===== config.mk =====
export PLATFORM = sky130hd
export DESIGN_NAME = hia_top
export DESIGN_NICKNAME = d
export VERILOG_FILES = /design/src/rtl/hia_pkg.sv /design/src/rtl/hia_if.sv /design/src/rtl/hia_flags.sv /design/src/rtl/hia_pin.sv /design/src/rtl/hia_top.sv
export VERILOG_INCLUDE_DIRS = /design/src /design/src/rtl
export SDC_FILE = /design/constraint.sdc
export NUM_CORES = 1
export LEC_CHECK = 0
export ABC_CLOCK_PERIOD_IN_PS = 3000
export BUFFER_PORTS_ARGS = -buffer_cell sky130_fd_sc_hd__buf_2
export CORE_UTILIZATION = 45
export DETAILED_ROUTE_END_ITERATION = 8
export PLACE_DENSITY = 0.81
export REMOVE_ABC_BUFFERS = 1
export SLEW_MARGIN = 20
export SYNTH_ARGS = -nofsm -noshare
export SYNTH_HDL_FRONTEND = slang
export SYNTH_HIERARCHICAL = 1
export SYNTH_SLANG_ARGS = --single-unit

===== constraint.sdc =====
create_clock -name aclk -period 3 [get_ports aclk]
set_input_delay 0.6 -clock aclk [delete_from_list [all_inputs] [get_ports aclk]]
set_output_delay 0.6 -clock aclk [all_outputs]
set_load 0.1 [all_outputs]

===== src/rtl/hia_regs.svh =====
/*
  Register map, field positions, reset values and bus codes of the host
  interrupt aggregator. Assumes inclusion by bare name from rtl/.
*/
// ************************************************************
// Function
// RQ1: Output enable low leaves request pin undriven
// RQ2: Enabled, any masked pending flag pulls low
// RQ3: Mask one passes flag, zero blocks it
// RQ4: Each source sets its flag, mask-independent
// RQ5: Flags readable anytime, read clears them all
// RQ6: Request pin is open-drain after reset
// RQ7: Pin config bit selects push-pull drive
// RQ8: Flag bits 7,6,5,4,3,1 source map
// RQ9: Bit 2 set on touch tag change
// RQ10: Bit 0 set on display list swap
// RQ11: Event in clearing read cycle is kept
// ************************************************************
`ifndef HIA_REGS_SVH
`define HIA_REGS_SVH

// Bus and flag widths
`define HIA_AW            8
`define HIA_DW            32
`define HIA_FW            8

// Byte offsets of the registers
`define HIA_OFS_FLAGS     8'h00
`define HIA_OFS_MASK      8'h04
`define HIA_OFS_INT_EN    8'h08
`define HIA_OFS_PINCFG    8'h0c
`define HIA_OFS_STATUS    8'h10

// Field positions
`define HIA_BIT_CONV      7
`define HIA_BIT_COMMAND_QUEUE_FLAG_EVENT   6
`define HIA_BIT_COMMAND_QUEUE_EMPTY_EVENT  5
`define HIA_BIT_PLAYBACK  4
`define HIA_BIT_SOUND     3
`define HIA_BIT_TAG       2
`define HIA_BIT_TOUCH     1
`define HIA_BIT_SWAP      0
`define HIA_BIT_EN        0
`define HIA_BIT_PP        0
`define HIA_BIT_ST_REQ    0
`define HIA_BIT_ST_LOW    1

// Reset values
`define HIA_RST_FLAGS     8'h00
`define HIA_RST_MASK      8'h00
`define HIA_RST_EN        1'h0
`define HIA_RST_PP        1'h0

// Response codes
`define HIA_RESP_OKAY     2'h0
`define HIA_RESP_SLVERR   2'h2

`endif


===== src/rtl/hia_pkg.sv =====
/*
  Types shared by the interrupt aggregator modules.
  Assumes nothing beyond a SystemVerilog compiler.
*/
package hia_pkg;
  // Register selected by a bus address
  typedef enum logic [2:0] {SEL_FLAGS, SEL_MASK, SEL_EN, SEL_PINCFG, SEL_STATUS, SEL_NONE} hia_sel_e;
  // Write channel state
  typedef enum logic [0:0] {WR_IDLE, WR_RESP} hia_wr_state_e;
  // Read channel state
  typedef enum logic [0:0] {RD_IDLE, RD_RESP} hia_rd_state_e;
endpackage : hia_pkg


===== src/rtl/hia_if.sv =====
/*
  Internal carrier between the register core, the flag store and the pin
  driver. Assumes all three sit on the same clock.
*/
`timescale 1ns/1ns
`include "hia_regs.svh"
interface hia_if;
  logic [`HIA_FW-1:0] ev;        // Event strobes, one per flag
  logic               rd_clr;    // Flag register read accepted
  logic [`HIA_FW-1:0] flags;     // Pending flags
  logic [`HIA_FW-1:0] mask;      // Per-flag enables
  logic               int_en;    // Global output enable
  logic               push_pull; // Drive mode select
  logic               pin_out;   // Pin output value
  logic               pin_oe_n;  // Pin output enable, low drives
  modport core (output ev, rd_clr, mask, int_en, push_pull, input flags, pin_out, pin_oe_n);
  modport flg  (input ev, rd_clr, output flags);
  modport drv  (input flags, mask, int_en, push_pull, output pin_out, pin_oe_n);
endinterface : hia_if


===== src/rtl/hia_flags.sv =====
/*
  Pending flag store with clear-on-read.
  Assumes rd_clr is a one-cycle strobe from the register core.
*/
`timescale 1ns/1ns
`include "hia_regs.svh"
module hia_flags
  import hia_pkg::*;
(
  // Clock and reset
  input wire logic aclk,
  input wire logic aresetn,
  // Carrier
  hia_if.flg       c
);
  logic [`HIA_FW-1:0] flags_reg;  // Latched events
  logic [`HIA_FW-1:0] flags_next; // Next value

  // Clear on read, then OR in this cycle's events so they survive
  always_comb begin
    flags_next = c.rd_clr ? `HIA_RST_FLAGS : flags_reg; // RQ5
    flags_next = flags_next | c.ev; // RQ4 RQ11
  end

  // Register only
  always_ff @(posedge aclk) begin
    if (!aresetn) begin
      flags_reg <= `HIA_RST_FLAGS;
    end else begin
      flags_reg <= flags_next;
    end
  end

  assign c.flags = flags_reg;
endmodule : hia_flags


===== src/rtl/hia_pin.sv =====
/*
  Request pin driver: masks flags, applies the output enable and the
  open-drain or push-pull mode. Assumes an external pull-up on the pin.
*/
`timescale 1ns/1ns
`include "hia_regs.svh"
module hia_pin
  import hia_pkg::*;
(
  // Clock and reset
  input wire logic aclk,
  input wire logic aresetn,
  // Carrier
  hia_if.drv       c
);
  logic req;       // Any masked flag pending
  logic out_reg;   // Pin value
  logic out_next;
  logic oe_n_reg;  // Pin enable, low drives
  logic oe_n_next;

  // Work out pin drive; disabled means released in either mode
  always_comb begin
    req       = |(c.flags & c.mask); // RQ3
    out_next  = 1'b1;
    oe_n_next = 1'b1; // RQ1
    if (c.int_en) begin
      if (c.push_pull) begin
        out_next  = ~req; // RQ7
        oe_n_next = 1'b0;
      end else begin
        out_next  = 1'b0; // RQ6
        oe_n_next = ~req; // RQ2
      end
    end
  end

  // Register only, released after reset
  always_ff @(posedge aclk) begin
    if (!aresetn) begin
      out_reg  <= 1'b1;
      oe_n_reg <= 1'b1;
    end else begin
      out_reg  <= out_next;
      oe_n_reg <= oe_n_next;
    end
  end

  assign c.pin_out  = out_reg;
  assign c.pin_oe_n = oe_n_reg;
endmodule : hia_pin


===== src/rtl/hia_top.sv =====
/*
  Host interrupt aggregator top: AXI4-Lite register slave, event inputs
  and the active-low request pin as two signals.
  Assumes one clock, synchronous active-low reset, event inputs already
  synchronous to aclk, and an external pull-up on the request pin.
*/
// The placing of the registers and the AXI4-Lite interface to the registers were left to the implementer.
`timescale 1ns/1ns
`include "hia_regs.svh"
module hia_top
  import hia_pkg::*;
(
  // ************************************************************
  // Clock and reset
  // ************************************************************
  input  wire logic                 aclk,
  input  wire logic                 aresetn,
  // ************************************************************
  // AXI4-Lite write address and data
  // ************************************************************
  input  wire logic                 s_axil_awvalid,
  output logic                      s_axil_awready,
  input  wire logic [`HIA_AW-1:0]   s_axil_awaddr,
  input  wire logic                 s_axil_wvalid,
  output logic                      s_axil_wready,
  input  wire logic [`HIA_DW-1:0]   s_axil_wdata,
  input  wire logic [3:0]           s_axil_wstrb,
  // ************************************************************
  // AXI4-Lite write response
  // ************************************************************
  output logic                      s_axil_bvalid,
  input  wire logic                 s_axil_bready,
  output logic [1:0]                s_axil_bresp,
  // ************************************************************
  // AXI4-Lite read
  // ************************************************************
  input  wire logic                 s_axil_arvalid,
  output logic                      s_axil_arready,
  input  wire logic [`HIA_AW-1:0]   s_axil_araddr,
  output logic                      s_axil_rvalid,
  input  wire logic                 s_axil_rready,
  output logic [`HIA_DW-1:0]        s_axil_rdata,
  output logic [1:0]                s_axil_rresp,
  // ************************************************************
  // Event sources, one-cycle strobes
  // ************************************************************
  input  wire logic                 conversion_done_event,
  input  wire logic                 command_queue_flag_event,
  input  wire logic                 command_queue_empty_event,
  input  wire logic                 playback_end_event,
  input  wire logic                 sound_end_event,
  input  wire logic                 tag_change_event,
  input  wire logic                 touch_event,
  input  wire logic                 swap_event,
  // ************************************************************
  // Request pin, active low
  // ************************************************************
  output logic                      irq_n,
  output logic                      irq_n_oe_n
);

  // ************************************************************
  // Address decode
  // ************************************************************

  // Shared by the read and write paths
  function automatic hia_sel_e decode(input logic [`HIA_AW-1:0] a);
    case (a)
      `HIA_OFS_FLAGS:  decode = SEL_FLAGS;
      `HIA_OFS_MASK:   decode = SEL_MASK;
      `HIA_OFS_INT_EN: decode = SEL_EN;
      `HIA_OFS_PINCFG: decode = SEL_PINCFG;
      `HIA_OFS_STATUS: decode = SEL_STATUS;
      default:         decode = SEL_NONE;
    endcase
  endfunction : decode

  // ************************************************************
  // Declarations
  // ************************************************************

  hia_if u_if ();                          // Internal carrier

  // Write path state
  hia_wr_state_e        wr_state_reg;      // Write channel state
  hia_wr_state_e        wr_state_next;
  logic                 aw_held_reg;       // Address taken, waiting data
  logic                 aw_held_next;
  logic                 w_held_reg;        // Data taken, waiting address
  logic                 w_held_next;
  logic [`HIA_AW-1:0]   awaddr_reg;        // Captured write address
  logic [`HIA_AW-1:0]   awaddr_next;
  logic [`HIA_FW-1:0]   wdata_reg;         // Captured low byte
  logic [`HIA_FW-1:0]   wdata_next;
  logic                 wstrb0_reg;        // Low lane strobe
  logic                 wstrb0_next;
  logic                 awready_reg;       // Address ready
  logic                 awready_next;
  logic                 wready_reg;        // Data ready
  logic                 wready_next;
  logic                 bvalid_reg;        // Response valid
  logic                 bvalid_next;
  logic [1:0]           bresp_reg;         // Response code
  logic [1:0]           bresp_next;
  logic                 aw_take;           // Address handshake
  logic                 w_take;            // Data handshake
  hia_sel_e             wsel;              // Decoded write target

  // Software settings, part of the write group
  logic [`HIA_FW-1:0]   mask_reg;          // Per-flag enables
  logic [`HIA_FW-1:0]   mask_next;
  logic                 int_en_reg;        // Global output enable
  logic                 int_en_next;
  logic                 push_pull_reg;     // Pin drive mode
  logic                 push_pull_next;

  // Read path state
  hia_rd_state_e        rd_state_reg;      // Read channel state
  hia_rd_state_e        rd_state_next;
  logic                 arready_reg;       // Address ready
  logic                 arready_next;
  logic                 rvalid_reg;        // Read data valid
  logic                 rvalid_next;
  logic [`HIA_DW-1:0]   rdata_reg;         // Read data
  logic [`HIA_DW-1:0]   rdata_next;
  logic [1:0]           rresp_reg;         // Read response code
  logic [1:0]           rresp_next;
  logic                 rd_clr;            // Clear strobe to flag store
  hia_sel_e             rsel;              // Decoded read target

  // ************************************************************
  // Event gathering
  // ************************************************************

  // Each source owns one flag position
  always_comb begin
    u_if.ev                     = `HIA_RST_FLAGS;
    u_if.ev[`HIA_BIT_CONV]      = conversion_done_event;      // RQ8
    u_if.ev[`HIA_BIT_COMMAND_QUEUE_FLAG_EVENT]   = command_queue_flag_event;   // RQ8
    u_if.ev[`HIA_BIT_COMMAND_QUEUE_EMPTY_EVENT]  = command_queue_empty_event;  // RQ8
    u_if.ev[`HIA_BIT_PLAYBACK]  = playback_end_event;         // RQ8
    u_if.ev[`HIA_BIT_SOUND]     = sound_end_event;            // RQ8
    u_if.ev[`HIA_BIT_TAG]       = tag_change_event;           // RQ9
    u_if.ev[`HIA_BIT_TOUCH]     = touch_event;                // RQ8
    u_if.ev[`HIA_BIT_SWAP]      = swap_event;                 // RQ10
  end

  // Settings to the pin driver, clear strobe to the flag store
  assign u_if.mask      = mask_reg;
  assign u_if.int_en    = int_en_reg;
  assign u_if.push_pull = push_pull_reg;
  assign u_if.rd_clr    = rd_clr;

  // ************************************************************
  // Write path
  // ************************************************************

  // Address and data may arrive in either order; one write at a time.
  // Both readies fall once their item is held so nothing is overwritten.
  always_comb begin
    wr_state_next  = wr_state_reg;
    aw_held_next   = aw_held_reg;
    w_held_next    = w_held_reg;
    awaddr_next    = awaddr_reg;
    wdata_next     = wdata_reg;
    wstrb0_next    = wstrb0_reg;
    bvalid_next    = bvalid_reg;
    bresp_next     = bresp_reg;
    mask_next      = mask_reg;
    int_en_next    = int_en_reg;
    push_pull_next = push_pull_reg;
    wsel           = SEL_NONE;
    aw_take        = s_axil_awvalid && awready_reg;
    w_take         = s_axil_wvalid && wready_reg;
    // Capture whichever halves arrive
    if (aw_take) begin
      aw_held_next = 1'b1;
      awaddr_next  = s_axil_awaddr;
    end
    if (w_take) begin
      w_held_next = 1'b1;
      wdata_next  = s_axil_wdata[`HIA_FW-1:0];
      wstrb0_next = s_axil_wstrb[0];
    end
    case (wr_state_reg)
      // Commit as soon as both halves are in
      WR_IDLE: begin
        if (aw_held_next && w_held_next) begin
          wsel         = decode(awaddr_next);
          bresp_next   = `HIA_RESP_OKAY;
          aw_held_next = 1'b0;
          w_held_next  = 1'b0;
          bvalid_next  = 1'b1;
          wr_state_next = WR_RESP;
          case (wsel)
            // Mask bits gate flags onto the pin
            SEL_MASK:   mask_next      = wstrb0_next ? wdata_next : mask_reg; // RQ3
            // Global output enable
            SEL_EN:     int_en_next    = wstrb0_next ? wdata_next[`HIA_BIT_EN] : int_en_reg; // RQ1 RQ2
            // Drive mode select
            SEL_PINCFG: push_pull_next = wstrb0_next ? wdata_next[`HIA_BIT_PP] : push_pull_reg; // RQ7
            // Read-only registers ignore writes without error
            SEL_FLAGS, SEL_STATUS: begin
              bresp_next = `HIA_RESP_OKAY;
            end
            // Unmapped address
            default: begin
              bresp_next = `HIA_RESP_SLVERR;
            end
          endcase
        end
      end
      // Hold the response until the master takes it
      WR_RESP: begin
        if (s_axil_bready) begin
          bvalid_next   = 1'b0;
          wr_state_next = WR_IDLE;
        end
      end
      default: begin
        wr_state_next = WR_IDLE;
      end
    endcase
    awready_next = !aw_held_next && (wr_state_next == WR_IDLE);
    wready_next  = !w_held_next && (wr_state_next == WR_IDLE);
  end

  // Register the write group; reset leaves the pin open-drain and off
  always_ff @(posedge aclk) begin
    if (!aresetn) begin
      wr_state_reg  <= WR_IDLE;
      aw_held_reg   <= 1'b0;
      w_held_reg    <= 1'b0;
      awaddr_reg    <= {`HIA_AW{1'b0}};
      wdata_reg     <= `HIA_RST_FLAGS;
      wstrb0_reg    <= 1'b0;
      awready_reg   <= 1'b0;
      wready_reg    <= 1'b0;
      bvalid_reg    <= 1'b0;
      bresp_reg     <= `HIA_RESP_OKAY;
      mask_reg      <= `HIA_RST_MASK;
      int_en_reg    <= `HIA_RST_EN;
      push_pull_reg <= `HIA_RST_PP; // RQ6
    end else begin
      wr_state_reg  <= wr_state_next;
      aw_held_reg   <= aw_held_next;
      w_held_reg    <= w_held_next;
      awaddr_reg    <= awaddr_next;
      wdata_reg     <= wdata_next;
      wstrb0_reg    <= wstrb0_next;
      awready_reg   <= awready_next;
      wready_reg    <= wready_next;
      bvalid_reg    <= bvalid_next;
      bresp_reg     <= bresp_next;
      mask_reg      <= mask_next;
      int_en_reg    <= int_en_next;
      push_pull_reg <= push_pull_next;
    end
  end

  // ************************************************************
  // Read path
  // ************************************************************

  // Data is sampled at address acceptance; the flag read clears the
  // store on that same edge, so the host sees the pre-clear value.
  always_comb begin
    rd_state_next = rd_state_reg;
    rvalid_next   = rvalid_reg;
    rdata_next    = rdata_reg;
    rresp_next    = rresp_reg;
    rd_clr        = 1'b0;
    rsel          = SEL_NONE;
    case (rd_state_reg)
      // Accept one address and build the answer
      RD_IDLE: begin
        if (s_axil_arvalid && arready_reg) begin
          rsel          = decode(s_axil_araddr);
          rdata_next    = {`HIA_DW{1'b0}};
          rresp_next    = `HIA_RESP_OKAY;
          rvalid_next   = 1'b1;
          rd_state_next = RD_RESP;
          case (rsel)
            // Pending flags, cleared by this read
            SEL_FLAGS: begin
              rdata_next[`HIA_FW-1:0] = u_if.flags; // RQ5
              rd_clr = 1'b1; // RQ5
            end
            SEL_MASK:   rdata_next[`HIA_FW-1:0] = mask_reg;
            SEL_EN:     rdata_next[`HIA_BIT_EN] = int_en_reg;
            SEL_PINCFG: rdata_next[`HIA_BIT_PP] = push_pull_reg;
            // Live view of the request and the pin
            SEL_STATUS: begin
              rdata_next[`HIA_BIT_ST_REQ] = |(u_if.flags & mask_reg);
              rdata_next[`HIA_BIT_ST_LOW] = !u_if.pin_oe_n && !u_if.pin_out;
            end
            // Unmapped address reads zero with an error
            default: begin
              rresp_next = `HIA_RESP_SLVERR;
            end
          endcase
        end
      end
      // Hold data until the master takes it
      RD_RESP: begin
        if (s_axil_rready) begin
          rvalid_next   = 1'b0;
          rd_state_next = RD_IDLE;
        end
      end
      default: begin
        rd_state_next = RD_IDLE;
      end
    endcase
    arready_next = (rd_state_next == RD_IDLE);
  end

  // Register the read group
  always_ff @(posedge aclk) begin
    if (!aresetn) begin
      rd_state_reg <= RD_IDLE;
      arready_reg  <= 1'b0;
      rvalid_reg   <= 1'b0;
      rdata_reg    <= {`HIA_DW{1'b0}};
      rresp_reg    <= `HIA_RESP_OKAY;
    end else begin
      rd_state_reg <= rd_state_next;
      arready_reg  <= arready_next;
      rvalid_reg   <= rvalid_next;
      rdata_reg    <= rdata_next;
      rresp_reg    <= rresp_next;
    end
  end

  // ************************************************************
  // Flag store and pin driver
  // ************************************************************

  // Flags latch events and clear on read
  hia_flags u_flags (
    .aclk    (aclk),
    .aresetn (aresetn),
    .c       (u_if.flg)
  );

  // Masking, enable and drive mode
  hia_pin u_pin (
    .aclk    (aclk),
    .aresetn (aresetn),
    .c       (u_if.drv)
  );

  // ************************************************************
  // Outputs
  // ************************************************************

  assign s_axil_awready = awready_reg;
  assign s_axil_wready  = wready_reg;
  assign s_axil_bvalid  = bvalid_reg;
  assign s_axil_bresp   = bresp_reg;
  assign s_axil_arready = arready_reg;
  assign s_axil_rvalid  = rvalid_reg;
  assign s_axil_rdata   = rdata_reg;
  assign s_axil_rresp   = rresp_reg;
  assign irq_n          = u_if.pin_out;   // RQ1 RQ2
  assign irq_n_oe_n     = u_if.pin_oe_n;  // RQ1 RQ6

endmodule : hia_top


==> Word level (Yosys, flattened, before mapping) <==
Index checks and enable logic that the tools add are counted.
{ "classes": {"muxes": 38, "n_reduce_logical": 26, "n_eq_ne": 20, "bitwise_logic": 7} }
{ "ops": {"columns": ["operator", "n"], "rows": [
  ["== test 8 x 4 -> 1 bit (second input constant)", 4],
  ["case mux 3 bit (5 select lines)", 2],
  ["2-to-1 mux 8 bit", 3],
  ["2-to-1 mux 1 bit", 20],
  ["== test 8 x 3 -> 1 bit (second input constant)", 2],
  ["== test 8 x 5 -> 1 bit (second input constant)", 2],
  ["logical NOT 8 bit", 2],
  ["== test 3 x 2 -> 1 bit (second input constant)", 4],
  ["2-to-1 mux 3 bit", 4],
  ["case mux 6 bit (2 select lines)", 1],
  ["AND reduction 4 bit", 3],
  ["AND reduction 2 bit", 5],
  ["OR reduction 5 bit", 2],
  ["bitwise AND 8 bit", 1],
  ["inequality test 2 bit (second input constant)", 4],
  ["bitwise OR 8 bit", 1],
  ["case mux 1 bit (2 select lines)", 4],
  ["OR reduction 8 bit", 1],
  ["logical AND 1 bit", 7],
  ["== test 3 x 1 -> 1 bit (second input constant)", 2],
  ["== test 3 bit (second input constant)", 2],
  ["logical NOT 3 bit", 2],
  ["inverter 1 bit", 5],
  ["case mux 1 bit (5 select lines)", 1],
  ["other kinds (3)", 7]
]} }
{ "totals": {"regBits": 58, "elab_cells": 112, "input_bits": 67} }

==> Longest topological paths before layout <==
{ "logic_depth": {"word_depth": 10, "depth_mapped": 7, "ltp_nobuf": 5} }

==> Cells and area by module <==
The synthesis kept the hierarchy.
{ "modules_own_cells": {"columns": ["mod", "cells_per_inst", "n_inst", "seq_area_each_um2", "area_per_inst_um2"], "rows": [
  ["hia_top", 244, 1, 920.9, 2208.4],
  ["hia_flags", 25, 1, 160.2, 275.3],
  ["hia_pin", 10, 1, 40.0, 100.1]
]} }

==> Worst setup path after synthesis <==
Ideal clock, no wire load.
{ "synth_timing": {"path_kind": "reg2reg", "from": "reg awready_reg (netlist: s_axil_awready)", "to": "reg mask_reg[1]", "required_time_ps": 2879, "setup_slack_ps": 70, "stages_incl_launch_ff": 7, "synth_period_minus_slack_ps": 2930, "arrival_time_ps": 2808, "path_cell_list": "dfxtp_1 nand2_2 mux2_4 or3b_1 or4b_1 buf_6 mux2_4"} }
{ "synth_between": {"elab_chain_len": 8} }
{ "synth_lines": {"columns": ["item", "line", "rtl"], "rows": [
  ["start, declared", "hia_top.sv:97", "logic awready_reg;"],
  ["start signal, assigned", "hia_top.sv:251", "awready_reg <= awready_next;"],
  ["logical AND 1 bit *", "hia_top.sv:173", "aw_take = s_axil_awvalid && awready_reg;"],
  ["2-to-1 mux 8 bit", "hia_top.sv:176", "if (aw_take) begin"],
  ["== test 8 x 5 -> 1 bit, or another cell as far along", "hia_top.sv:68", "case (a)"],
  ["case mux 3 bit (5 select lines)", "hia_top.sv:68", null],
  ["2-to-1 mux 3 bit", "hia_top.sv:188", "if (aw_held_next && w_held_next) begin"],
  ["2-to-1 mux 3 bit", "hia_top.sv:185", "case (wr_state_reg)"],
  ["== test 3 x 1 -> 1 bit", "hia_top.sv:195", "case (wsel)"],
  ["AND reduction 4 bit (no line) *", null, null],
  ["end signal, assigned", "hia_top.sv:241", "mask_reg <= `HIA_RST_MASK;"],
  ["end signal, assigned", "hia_top.sv:255", "mask_reg <= mask_next;"],
  ["end, declared", "hia_top.sv:110", "logic [`HIA_FW-1:0] mask_reg;"]
]} }
Mark *: on every way between the ends. The rest lies on a longest branch, timed or not. The select of a mux whose other input is x is not followed.
A chain may end at the register's enable or synchronous reset.

==> Worst setup path in the final report <==
{ "layout_timing": {"from": "in s_axil_awvalid", "to": "reg mask_reg[4]"} }
{ "layout_between": {"elab_chain_len": 8} }
{ "layout_lines": {"columns": ["item", "line", "rtl"], "rows": [
  ["start, declared", "hia_top.sv:21", "input wire logic s_axil_awvalid,"],
  ["logical AND 1 bit *", "hia_top.sv:173", null],
  ["2-to-1 mux 8 bit", "hia_top.sv:176", null],
  ["== test 8 x 5 -> 1 bit, or another cell as far along", "hia_top.sv:68", null],
  ["case mux 3 bit (5 select lines)", "hia_top.sv:68", null],
  ["2-to-1 mux 3 bit", "hia_top.sv:188", null],
  ["2-to-1 mux 3 bit", "hia_top.sv:185", null],
  ["== test 3 x 1 -> 1 bit", "hia_top.sv:195", null],
  ["AND reduction 4 bit (no line) *", null, null]
]} }
Marked as above.

==> impl_metrics.env <==
export IMPL_timing_critical_path_from="s_axil_awvalid"
export IMPL_path_clk_slew_ns=0.09
export IMPL_nNetsFinal=401
export IMPL_asyncSetResetFlopFracSynth=0
export IMPL_fin_skew_ns=0.00284
export IMPL_dieArea_mm2=0.00605
export IMPL_insertion_delay_ns=0.30
export IMPL_ys_ff_latch=56
export IMPL_ys_flop_type="dfxtp_1"
export IMPL_drive_gt1_frac=0.246
export IMPL_p_leak_nw=1.29
export IMPL_ctsHoldBuffers=0
export IMPL_htreeDepth=2
export IMPL_hold_viol=0
export IMPL_grt_pass1_vias=1737
export IMPL_cts_sinks=56
export IMPL_slowest_stage="or4b_1"
export IMPL_rows=27
export IMPL_layout_common_cells="dfxtp_1, buf_2, nand2_1"
export IMPL_cp_top_family="simple AND/OR/NAND/NOR gates"
export IMPL_cts_buffers=5
export IMPL_drv_slew=0
export IMPL_vias_per_cell=4.93
export IMPL_cp_start_kind="primary input"
export IMPL_post_route_period_util=0.794
export IMPL_max_cap_violations=0
export IMPL_routedWlPerCell_um=11.5
export IMPL_worstPathArrival_ns=2.58
export IMPL_core_mm2=0.00551
export IMPL_ff_latch_area_mm2=0.00112
export IMPL_period_minus_slack_ns=2.38
export IMPL_fp_dieH_um=77.8
export IMPL_post_cts_buffers=0
export IMPL_crit_top_cell="mux2_4"
export IMPL_critPathKind="primary input to flip-flop"
export IMPL_wirelength_mm=4.68
export IMPL_start_util=0.469
export IMPL_place_congestion=0.738
export IMPL_rsz0062_at_grt="false"
export IMPL_overflow=0
export IMPL_hp_start="w_held_reg"
export IMPL_synth_edf_count=0
export IMPL_hp_class="flip-flop to flip-flop"
export IMPL_maxSlewHeadroom=0.587
export IMPL_reg2reg_from="s_axil_awready"
export IMPL_grt_antenna_before_repair=0
export IMPL_seq_area_frac_synth=0.434
export IMPL_postRouteAntennaNets=0
export IMPL_grt_pass1_wl_mm=7.80
export IMPL_tightest_slew_ns=0.614
export IMPL_track_usage=0.161
export IMPL_outcome="complete, no violations"
export IMPL_port_buffers=56
export IMPL_critical_path_cell_chain="buf_2 > nand2_2 > mux2_4 > or3b_1 > or4b_1 > buf_4 > mux2_4"
export IMPL_cp_max_fo=8
export IMPL_synth_area_per_cell_um2=9.26
export IMPL_die_width_um=77.8
export IMPL_endpoint_kind="flip-flop"
export IMPL_syn2layout_area_growth_pct=12.9
export IMPL_drc_errors=0
export IMPL_clockBufferDepth=2
export IMPL_fmax_mhz=420
export IMPL_cpPeakStageDelay_ns=0.54
export IMPL_place_area_mm2=0.00284
export IMPL_reg2reg_slack_ns=0.68
export IMPL_ir_drop_mv=0.229
export IMPL_power_density_mw_per_mm2=524
export IMPL_grt_start_max_net_pins=56
export IMPL_vias=2002
export IMPL_firstDrtPassIters=4
export IMPL_worst_path_buf_inv=2
export IMPL_cts_tree="built"
export IMPL_timing_setup_tns_ns=0
export IMPL_stdcell_area_mm2=0.00292
export IMPL_setup_viol=0
export IMPL_dp_hpwl_mm=3.47
export IMPL_ios=110
export IMPL_syn_inst=279
export IMPL_ys_types=42
export IMPL_required_ns=3.20
export IMPL_cts_resized=0
export IMPL_fin_cells=406
export IMPL_cts_root_buf="clkbuf_8"
export IMPL_num_fill_cells=524
export IMPL_dp_cells=399
export IMPL_drt_iter0_drc=123
export IMPL_yosysWarnings=6
export IMPL_multi_input_area_mm2=0.00129
export IMPL_synth_area_mm2=0.00258
export IMPL_final_util=0.530
export IMPL_n_antenna_cell=0
==> routing by layer <==
layer	GRT usage	up-vias	routed length [µm]
li1	-	1037	-
met1	0.217	887	2370
met4	0.0623	0	70
met3	0.0353	7	306
met2	0.250	71	1940
met5	0	-	0
==> cells by family after synthesis <==
group                  after synthesis  synth area share
buffers and inverters               42             0.102
other                                1           0.00145
AO/OA/AOI/OAI                       61             0.174
flip-flops                          56             0.434
AND/OR/NAND/NOR                    103             0.206
multiplexers                        16            0.0828
==> final timing paths <==
check	cells past startpoint	to
worst min register to register	1	s_axil_wready
worst min-delay path	1	s_axil_wready
worst max register to register	6	mask_reg[4]
worst max-delay path	7	mask_reg[4]
==> synthesized netlist by cell type (3+ instances only) <==
master    count  area (µm²)
a21boi_0     13        97.6
a21boi_1      3        22.5
a21oi_1       6        30.0
a221o_1       6        60.1
a22oi_1       7        52.6
and2_1        9        56.3
and3_1        8        50.1
buf_4        26         195
clkbuf_1     11        41.3
dfxtp_1      56        1120
inv_1         3        11.3
mux2_4        8         120
mux2i_1       6        60.1
nand2_1      32         120
nand3_1      11        55.1
nand4_1       3        18.8
nor2_1        9        33.8
nor2b_1      11        68.8
nor3_1        6        30.0
nor3b_1       3        22.5
nor4_1        3        18.8
o211ai_1      3        22.5
o21a_1        9        67.6
o21ai_0       7        35.0
==> power breakdown <==
group | internal (mW) | switching, mW
Clock | 0.159 | 0.220
Sequential | 0.775 | 0.0239
Combinational | 0.0708 | 0.280
==> cell type report <==
type	count	share of cell area
clock buffers	6	0.0249
clock inverters	1	0.00172
inverters	3	0.00386
multi-input cells	206	0.443
flip-flops and latches	56	0.384
well taps	72	0.0309
repair buffers	62	0.111
==> through the flow <==
| step | worst slack (ns) | total power [mW] | hold slack [ns] |
|---|---|---|---|
| 2_1_floorplan | -0.230 | 1.09 | 0.418 |
| 3_3_place_gp | 0.314 | 1.16 | 0.434 |
| 3_5_place_dp | 0.304 | 1.17 | 0.444 |
| 4_1_cts | 0.630 | 1.55 | 0.457 |
| 5_1_grt | 0.573 | 1.59 | 0.485 |
| 6_report | 0.618 | 1.53 | 0.455 |
Power figures use the tool's default switching activity.
